==> config.mk <==
export PLATFORM = sky130hd
export DESIGN_NAME = sofs_top
export DESIGN_NICKNAME = d
export VERILOG_FILES = /design/src/design/sofs_pkg.sv /design/src/design/sofs_fifo.sv /design/src/design/sofs_spi_port.sv /design/src/design/sofs_top.sv
export SDC_FILE = /design/constraint.sdc
export NUM_CORES = 1
export LEC_CHECK = 0
export BUFFER_PORTS_ARGS = -buffer_cell sky130_fd_sc_hd__buf_2
export CAP_MARGIN = 20
export CORE_MARGIN = 8
export CORE_UTILIZATION = 62
export CTS_CLUSTER_SIZE = 10
export DETAILED_ROUTE_END_ITERATION = 8
export MAX_ROUTING_LAYER = met4
export PLACE_DENSITY = 0.75
export SETUP_SLACK_MARGIN = 0.15
export SYNTH_ARGS = -nofsm -noshare
export SYNTH_HDL_FRONTEND = slang
export SYNTH_SLANG_ARGS = --single-unit
==> constraint.sdc <==
create_clock -name clk_i -period 4.1 [get_ports clk_i]
set_input_delay 0.205 -clock clk_i [delete_from_list [all_inputs] [get_ports clk_i]]
set_output_delay 0.205 -clock clk_i [all_outputs]
set_load 0.03 [all_outputs]
==> src/design/sofs_pkg.sv <==
// Shared types and constants for the serial output format select block.
// Assumes a single 250 MHz core clock and an asynchronous active-low reset.
package sofs_pkg;
   localparam logic [12:0] ADDR_SER_CTL = 13'h021;
   localparam logic [12:0] ADDR_UIO3 = 13'h102;
   localparam logic [7:0] RST_SER_CTL = 8'h30;
   localparam logic [7:0] RST_UIO3 = 8'h00;
   localparam logic [7:0] CTL_BAD_MASK = 8'h89;
   localparam logic [7:0] CTL_ONELANE_CLR = 8'h34;
   localparam int UIO3_VCM_PD_BIT = 3;
   localparam int CTL_ONELANE_BIT = 6;
   localparam int CTL_DDR_BIT = 5;
   localparam int CTL_BYTE_BIT = 4;
   localparam int CTL_FRAME2X_BIT = 2;
   localparam int CTL_W12_BIT = 1;
   localparam int SAMPLE_W = 16;
   localparam int FIFO_DEPTH = 8;
   localparam int SLOT_CYCLES = 2;
   localparam int SLOT_HALF = 1;
   localparam int SPI_INSTR_BITS = 16;
   localparam int SPI_TOTAL_BITS = 24;

   typedef enum logic {SOFS_IDLE, SOFS_SHIFT} sofs_fsm_t;

   typedef struct packed {
      logic word12;
      logic frame2x;
      logic bytewise;
      logic onelane;
      logic ddr;
   } sofs_mode_t;

   typedef struct packed {
      logic strobe;
      logic [12:0] addr;
      logic [7:0] data;
   } sofs_regwr_t;

   typedef struct packed {
      logic data_clock_out;
      logic frame_clock_out;
      logic [1:0] lane;
   } sofs_link_t;
endpackage

==> src/design/sofs_fifo.sv <==
// Sample FIFO between the converter side and the serializer.
// Assumes both sides run on clk_i; valid/ready handshake on each side.
`timescale 1ns/1ps
`default_nettype none
module sofs_fifo #(
   parameter int WIDTH = 16,
   parameter int DEPTH = 8
) (
   input wire logic clk_i,
   input wire logic rst_b_i,
   input wire logic in_valid_i,
   output logic in_ready_o,
   input wire logic [WIDTH-1:0] in_data_i,
   output logic out_valid_o,
   input wire logic out_ready_i,
   output logic [WIDTH-1:0] out_data_o
);
   localparam int AW = $clog2(DEPTH);
   typedef struct packed {
      logic [AW:0] wptr;
      logic [AW:0] rptr;
   } sofs_fifo_st_t;

   sofs_fifo_st_t st_reg, st_next;
   logic [WIDTH-1:0] mem [DEPTH];
   logic push, pop, full, empty;

   assign full = (st_reg.wptr[AW] != st_reg.rptr[AW]) &&
                 (st_reg.wptr[AW-1:0] == st_reg.rptr[AW-1:0]);
   assign empty = st_reg.wptr == st_reg.rptr;
   assign in_ready_o = !full;
   assign out_valid_o = !empty;
   assign out_data_o = mem[st_reg.rptr[AW-1:0]];
   assign push = in_valid_i && !full;
   assign pop = out_ready_i && !empty;

   always_comb begin
      st_next = st_reg;
      if (push) begin
         st_next.wptr = st_reg.wptr + 1'b1;
      end
      if (pop) begin
         st_next.rptr = st_reg.rptr + 1'b1;
      end
   end

   always_ff @(posedge clk_i or negedge rst_b_i) begin
      if (!rst_b_i) begin
         st_reg <= '0;
      end else begin
         st_reg <= st_next;
      end
   end

   // Storage needs no reset; empty flag guards stale words
   always_ff @(posedge clk_i) begin
      if (push) begin
         mem[st_reg.wptr[AW-1:0]] <= in_data_i;
      end
   end
endmodule
`default_nettype wire

==> src/design/sofs_spi_port.sv <==
// Three-wire serial control port: 16-bit instruction, one data byte.
// Assumes pins are asynchronous; sclk is far slower than clk_i.
`timescale 1ns/1ps
`default_nettype none
module sofs_spi_port (
   input wire logic clk_i,
   input wire logic rst_b_i,
   input wire logic spi_sclk_i,
   input wire logic port_select_low_i,
   input wire logic sdio_i,
   output logic sdio_o,
   output logic sdio_oe_b_o,
   output logic [12:0] rd_addr_o,
   input wire logic [7:0] rd_data_i,
   output sofs_pkg::sofs_regwr_t wr_o
);
   typedef struct packed {
      logic [2:0] meta;
      logic [2:0] sync;
      logic sclk_prev;
      logic [4:0] cnt;
      logic [15:0] instr;
      logic [7:0] shreg;
      logic drive;
      logic sdo;
      sofs_pkg::sofs_regwr_t wr;
   } sofs_spi_st_t;

   sofs_spi_st_t st_reg, st_next;
   logic sclk_s, csb_s, sdi_s, rise, fall;

   assign sclk_s = st_reg.sync[2];
   assign csb_s = st_reg.sync[1];
   assign sdi_s = st_reg.sync[0];
   assign rise = sclk_s && !st_reg.sclk_prev;
   assign fall = !sclk_s && st_reg.sclk_prev;

   always_comb begin
      st_next = st_reg;
      st_next.meta = {spi_sclk_i, port_select_low_i, sdio_i};
      st_next.sync = st_reg.meta;
      st_next.sclk_prev = sclk_s;
      st_next.wr.strobe = 1'b0;
      if (csb_s) begin
         st_next.cnt = '0;
         st_next.drive = 1'b0;
      end else if (rise && st_reg.cnt < 5'(sofs_pkg::SPI_TOTAL_BITS)) begin
         st_next.cnt = st_reg.cnt + 5'd1;
         if (st_reg.cnt < 5'(sofs_pkg::SPI_INSTR_BITS)) begin
            st_next.instr = {st_reg.instr[14:0], sdi_s};
         end else if (!st_reg.instr[15]) begin
            st_next.shreg = {st_reg.shreg[6:0], sdi_s};
            if (st_reg.cnt == 5'(sofs_pkg::SPI_TOTAL_BITS - 1)) begin
               st_next.wr.strobe = 1'b1;
               st_next.wr.addr = st_reg.instr[12:0];
               st_next.wr.data = {st_reg.shreg[6:0], sdi_s};
            end
         end
      end else if (fall && st_reg.instr[15] &&
                   st_reg.cnt >= 5'(sofs_pkg::SPI_INSTR_BITS)) begin
         // Read data leaves on falling edges so the host samples on rising
         st_next.drive = st_reg.cnt < 5'(sofs_pkg::SPI_TOTAL_BITS);
         if (st_reg.cnt == 5'(sofs_pkg::SPI_INSTR_BITS)) begin
            st_next.sdo = rd_data_i[7];
            st_next.shreg = {rd_data_i[6:0], 1'b0};
         end else begin
            st_next.sdo = st_reg.shreg[7];
            st_next.shreg = {st_reg.shreg[6:0], 1'b0};
         end
      end
   end

   always_ff @(posedge clk_i or negedge rst_b_i) begin
      if (!rst_b_i) begin
         // Idle pin levels: clock low, select high, data low; no false edge
         st_reg <= '{meta: 3'h2, sync: 3'h2, default: '0};
      end else begin
         st_reg <= st_next;
      end
   end

   assign sdio_o = st_reg.sdo;
   assign sdio_oe_b_o = !st_reg.drive;
   assign rd_addr_o = st_reg.instr[12:0];
   assign wr_o = st_reg.wr;
endmodule
`default_nettype wire

==> src/design/sofs_top.sv <==
// Serial output format select: register file and lane serializer.
// Assumes sample_clk_i is asynchronous with a period well above 40 ns;
// converted samples arrive on clk_i through a valid/ready handshake.
`timescale 1ns/1ps
`default_nettype none
module sofs_top #(
   parameter int SAMPLE_W = sofs_pkg::SAMPLE_W,
   parameter int FIFO_DEPTH = sofs_pkg::FIFO_DEPTH
) (
   input wire logic clk_i,
   input wire logic rst_b_i,
   input wire logic sample_clk_i,
   input wire logic sample_valid_i,
   output logic sample_ready_o,
   input wire logic [SAMPLE_W-1:0] sample_data_i,
   input wire logic spi_sclk_i,
   input wire logic port_select_low_i,
   input wire logic sdio_i,
   output logic sdio_o,
   output logic sdio_oe_b_o,
   output sofs_pkg::sofs_link_t link_o,
   output logic common_mode_reference_pd_o
);
   typedef struct packed {
      logic smp_meta;
      logic smp_sync;
      logic smp_prev;
      logic [7:0] ctl;
      logic [7:0] uio3;
      logic ctl_touched;
      logic [7:0] code;
      sofs_pkg::sofs_mode_t mode;
      sofs_pkg::sofs_fsm_t fsm;
      logic [15:0] word;
      logic [15:0] sh_a;
      logic [15:0] sh_b;
      logic [4:0] slot;
      logic [4:0] nslot;
      logic [1:0] phase;
      logic pair_odd;
      logic [4:0] dco_rises;
      logic busy_prev;
      sofs_pkg::sofs_link_t link;
   } sofs_st_t;

   sofs_st_t st_reg, st_next;
   sofs_pkg::sofs_regwr_t wr;
   logic [12:0] rd_addr;
   logic [7:0] rd_data;
   logic fifo_valid, fifo_pop, smp_edge, busy;
   logic [SAMPLE_W-1:0] fifo_data;
   logic [15:0] w16;

   // Unlisted codes fall back to the default format
   function automatic sofs_pkg::sofs_mode_t decode_mode(input logic [7:0] c);
      logic [7:0] v;
      v = c;
      if ((c & sofs_pkg::CTL_BAD_MASK) != 8'h00 ||
          (c[sofs_pkg::CTL_ONELANE_BIT] && (c & sofs_pkg::CTL_ONELANE_CLR) != 8'h00)) begin
         v = sofs_pkg::RST_SER_CTL;
      end
      decode_mode.word12 = v[sofs_pkg::CTL_W12_BIT];
      decode_mode.frame2x = v[sofs_pkg::CTL_FRAME2X_BIT];
      decode_mode.bytewise = v[sofs_pkg::CTL_BYTE_BIT];
      decode_mode.onelane = v[sofs_pkg::CTL_ONELANE_BIT];
      // One-lane output is always double data rate
      decode_mode.ddr = v[sofs_pkg::CTL_DDR_BIT] | v[sofs_pkg::CTL_ONELANE_BIT];
   endfunction

   function automatic logic [4:0] slots_per_lane(input sofs_pkg::sofs_mode_t m);
      logic [4:0] bits;
      bits = m.word12 ? 5'd12 : 5'd16;
      slots_per_lane = m.onelane ? bits : (bits >> 1);
   endfunction

   function automatic logic [31:0] split_bits(input logic [15:0] w);
      logic [15:0] a;
      logic [15:0] b;
      a = '0;
      b = '0;
      for (int i = 0; i < 8; i++) begin
         a[15-i] = w[15-2*i];
         b[15-i] = w[14-2*i];
      end
      split_bits = {a, b};
   endfunction

   sofs_spi_port u_spi (
      .clk_i(clk_i),
      .rst_b_i(rst_b_i),
      .spi_sclk_i(spi_sclk_i),
      .port_select_low_i(port_select_low_i),
      .sdio_i(sdio_i),
      .sdio_o(sdio_o),
      .sdio_oe_b_o(sdio_oe_b_o),
      .rd_addr_o(rd_addr),
      .rd_data_i(rd_data),
      .wr_o(wr)
   );

   // Samples wait here; the idle serializer drains one per rising sample clock edge
   sofs_fifo #(.WIDTH(SAMPLE_W), .DEPTH(FIFO_DEPTH)) u_fifo (
      .clk_i(clk_i),
      .rst_b_i(rst_b_i),
      .in_valid_i(sample_valid_i),
      .in_ready_o(sample_ready_o),
      .in_data_i(sample_data_i),
      .out_valid_o(fifo_valid),
      .out_ready_i(fifo_pop),
      .out_data_o(fifo_data)
   );

   assign rd_data = (rd_addr == sofs_pkg::ADDR_SER_CTL) ? st_reg.ctl :
                    (rd_addr == sofs_pkg::ADDR_UIO3) ? st_reg.uio3 : 8'h00;
   assign smp_edge = st_reg.smp_sync && !st_reg.smp_prev;
   assign busy = st_reg.fsm == sofs_pkg::SOFS_SHIFT;
   assign fifo_pop = !busy && smp_edge && fifo_valid;
   assign w16 = 16'(fifo_data);

   always_comb begin
      st_next = st_reg;
      st_next.smp_meta = sample_clk_i;
      st_next.smp_sync = st_reg.smp_meta;
      st_next.smp_prev = st_reg.smp_sync;
      st_next.busy_prev = busy;
      if (wr.strobe && wr.addr == sofs_pkg::ADDR_SER_CTL) begin
         st_next.ctl = wr.data;
         st_next.ctl_touched = 1'b1;
      end
      if (wr.strobe && wr.addr == sofs_pkg::ADDR_UIO3) begin
         st_next.uio3 = wr.data;
      end
      unique case (st_reg.fsm)
         sofs_pkg::SOFS_IDLE: begin
            st_next.link = '0;
            if (fifo_pop) begin
               // Format changes take effect only at a word boundary
               st_next.code = st_reg.ctl;
               st_next.mode = decode_mode(st_reg.ctl);
               st_next.nslot = slots_per_lane(st_next.mode);
               st_next.word = w16;
               if (st_next.mode.onelane) begin
                  st_next.sh_a = w16;
                  st_next.sh_b = '0;
               end else if (st_next.mode.bytewise) begin
                  st_next.sh_a = w16;
                  st_next.sh_b = w16 << st_next.nslot;
               end else begin
                  {st_next.sh_a, st_next.sh_b} = split_bits(w16);
               end
               st_next.slot = '0;
               st_next.phase = '0;
               st_next.dco_rises = '0;
               st_next.pair_odd = st_reg.pair_odd ^ st_next.mode.frame2x;
               st_next.fsm = sofs_pkg::SOFS_SHIFT;
            end
         end
         sofs_pkg::SOFS_SHIFT: begin
            if (st_reg.phase == 2'd0) begin
               st_next.link.lane = {st_reg.sh_b[15], st_reg.sh_a[15]};
               st_next.sh_a = st_reg.sh_a << 1;
               st_next.sh_b = st_reg.sh_b << 1;
               // 2x frame: one frame clock period spans two words
               st_next.link.frame_clock_out = st_reg.mode.frame2x ?
                  st_reg.pair_odd : (st_reg.slot < (st_reg.nslot >> 1));
               if (!st_reg.mode.ddr) begin
                  st_next.link.data_clock_out = 1'b0;
               end
            end
            if (st_reg.phase == 2'(sofs_pkg::SLOT_HALF)) begin
               // Clock edge centred in the bit slot
               st_next.link.data_clock_out = st_reg.mode.ddr ?
                  !st_reg.link.data_clock_out : 1'b1;
            end
            if (st_next.link.data_clock_out && !st_reg.link.data_clock_out) begin
               st_next.dco_rises = st_reg.dco_rises + 5'd1;
            end
            if (st_reg.phase == 2'(sofs_pkg::SLOT_CYCLES - 1)) begin
               st_next.phase = '0;
               st_next.slot = st_reg.slot + 5'd1;
               if (st_reg.slot == st_reg.nslot - 5'd1) begin
                  st_next.fsm = sofs_pkg::SOFS_IDLE;
               end
            end else begin
               st_next.phase = st_reg.phase + 2'd1;
            end
         end
      endcase
   end

   always_ff @(posedge clk_i or negedge rst_b_i) begin
      if (!rst_b_i) begin
         st_reg <= '{ctl: sofs_pkg::RST_SER_CTL, uio3: sofs_pkg::RST_UIO3,
                     fsm: sofs_pkg::SOFS_IDLE, default: '0};
      end else begin
         st_reg <= st_next;
      end
   end

   assign link_o = st_reg.link;
   assign common_mode_reference_pd_o = st_reg.uio3[sofs_pkg::UIO3_VCM_PD_BIT];

   logic frame_end;
   // Registered copy of busy keeps sampled-value calls out of nets
   assign frame_end = !busy && st_reg.busy_prev;
endmodule
`default_nettype wire

==> impl_metrics.py <==
metrics = {
    "status": {
        "outcome": "completed",
    },
    "layout": {
        "final_cell_count_no_fill": 1220,
        "drive_gt1_frac": 0.238,
        "area_delta_synth_final_pct": 12.5,
        "largest_reg_flops": 128,
        "antenna_cells": 0,
        "final_nets": 965,
        "mostFrequentLayoutCells": "dfrtp_1 (131), edfxtp_1 (128), mux2_2 (72)",
        "mostFrequentLayoutCell": "dfrtp_1",
    },
    "sta": {
        "slew_violations": 0,
        "final_hold_viol_count": 0,
        "hold_slack_ns": 0.0748,
        "finalCriticalPeriod_ns": 3.25,
        "slew_headroom": 0.307,
        "fin_tns_setup_ns": 0,
        "period_share": 0.793,
        "grt_setup_unrepaired": "false",
        "tightest_slew_ns": 1.04,
        "fmax_ghz": 0.307,
        "finalClockSkew_ns": 0.0148,
        "finalSetupViolCount": 0,
    },
    "critical_path": {
        "arrival_ns": 3.73,
        "path_class": "reg2reg",
        "path_max_fanout": 20,
        "crit_path_end_kind": "flip-flop",
        "required_ns": 4.58,
        "critPathLaunchType": "flip-flop",
    },
    "yosys": {
        "ys.flop_type": "dfrtp_1",
        "synth-edff-count": 128,
        "syn_area_um2": 12300,
        "synth_cell_type_count": 68,
        "ys_warn_count": 0,
        "synth_seq_cells": 266,
        "async_flop_share": 0.519,
        "syn_inst": 876,
        "ys_seq_area_frac": 0.595,
        "synth_fp_nets": 910,
        "syn_area_per_cell_um2": 14.0,
    },
    "global_routing": {
        "grt_pass1_vias": 7828,
        "grt_max_degree": 106,
        "grt.total_usage": 0.237,
        "antenna_found_initial": 0,
        "overflow": 0,
        "grt_pass1_wl_um": 44000,
    },
    "drt": {
        "drt_wl_total_um": 27600,
        "vias_per_cell": 6.33,
        "drt-initial-drc-count": 726,
        "num_vias": 7717,
        "drc": 0,
        "drtAntennaViolNets": 0,
        "avgRoutedWirePerCell_um": 22.6,
        "drtPass1Iterations": 5,
    },
    "die": {
        "dieArea_um2": 24600,
        "coreArea_um2": 19500,
        "die_y_um": 157,
        "dieWidth_um": 157,
        "initial_core_util": 0.631,
        "ioPinCount": 31,
        "core.rowCount": 51,
    },
    "worst_hold_path": {
        "hold_path_class": "in2reg",
    },
    "power": {
        "ir_worst_vdd_mv": 0.621,
        "p_leak_uw": 0.00539,
        "p_per_area_nw_per_um2": 647,
    },
    "place": {
        "port_buffers": 30,
        "dp.cells": 1142,
        "dp_hpwl_um": 17900,
        "routabilityCongestion": 0.890,
    },
    "clocking": {
        "cts-buffers-inserted": 31,
        "h-tree-depth": 1,
        "clk_pin_slew_ns": 0.06,
        "clkSinkCount": 266,
        "clock-root-buffer": "clkbuf_16",
        "clock_path_buffers": 3,
        "tritoncts": "done",
        "clk_latency_ns": 0.55,
    },
    "run": {
        "maxCapViolCount": 0,
    },
}
-- stage by stage --
| step | cell area, um2 | total power (uW) | utilization | setup WS, ns |
|---|---|---|---|---|
| final | 13800 | 8930 | 0.709 | 0.847 |
| after global routing | 13800 | 9350 | 0.709 | 0.531 |
| after CTS | 13800 | 8960 | 0.709 | 0.924 |
| after detailed placement | 12700 | 6470 | 0.652 | 0.922 |
| after global placement | 12700 | 6380 | 0.652 | 1.00 |
| after floorplan | 12300 | 5730 | - | 0.822 |
-- cells by family (layout without fill, tap and decap cells) --
family / count (synthesis) / in the layout / share of synthesized area
compound gates: 138 / 138 / 0.0759
simple gates: 210 / 210 / 0.0852
buf+inv: 80 / 159 / 0.0327
xor+xnor: 23 / 23 / 0.0164
mux: 148 / 148 / 0.184
flops: 266 / 266 / 0.595
fa+ha+maj: 11 / 11 / 0.0112
-- layer usage --
layer	share of wire	vias to the layer above	GRT usage
met3	0.050	68	0.0273
li1	-	3444	-
met1	0.44	3926	0.327
met5	0	-	-
met2	0.48	279	0.362
met4	0.032	0	0.0838
-- area by class of cell --
type                    count  area (um2)
multi-input cells         530        4580
well taps                 265         332
repair buffers             79         589
fillers                  1242        5660
flip-flops and latches    266        7310
clock buffers              54         872
clock inverters             3        33.8
inverters                  23        86.3
-- where the power goes --
part           switching (uW)  internal, uW  leakage, uW
Combinational            1530          1220      0.00201
Clock                    1030          1430     0.000433
Sequential                424          3290      0.00295
-- cell usage after synthesis, types with 15 or more instances --
cell type  instances  area share
a21oi_1           33       0.013
a221oi_1          15       0.011
clkbuf_1          30      0.0092
dfrtp_1          134        0.27
edfxtp_1         128        0.31
inv_1             23      0.0070
mux2_2            72       0.066
mux2i_1           24       0.020
mux4_2            43       0.079
nand2_1           51       0.016
nor2_1            70       0.021
nor3_1            17      0.0069
o21ai_0           26       0.011
-- path summary, 6_finish.rpt --
kind | start | end | slack, ns | cells past startpoint
max | st_reg[97] | st_reg[34] | 0.85 | 10
min | sample_valid_i | u_fifo.st_reg[4] | 0.07 | 3
max reg2reg | st_reg[97] | st_reg[34] | 0.85 | 10
min reg2reg | u_spi.st_next[56] | u_spi.sclk_s | 0.36 | 0
max in group asynchronous | rst_b_i | u_spi.st_next[55] | 2.68 | 3
min in group asynchronous | rst_b_i | st_reg[50] | 0.33 | 2
-- critical path, stage by stage, from the launching register on --
cell	delay, ns
dfrtp_1	0.41
nor3_1	0.43
and3_1	0.26
buf_4	0.26
inv_1	0.15
ha_1	0.38
nor2_1	0.38
nand2_1	0.16
nor3_1	0.43
a32oi_1	0.14
a21oi_1	0.17
-- repair_timing --
item	4_1_cts	5_1_grt
endpoints found under the hold margin	234	0
gates resized for setup	0	0
buffers inserted	0	0
hold buffers	21	0
(Power assumes the default switching activity.)
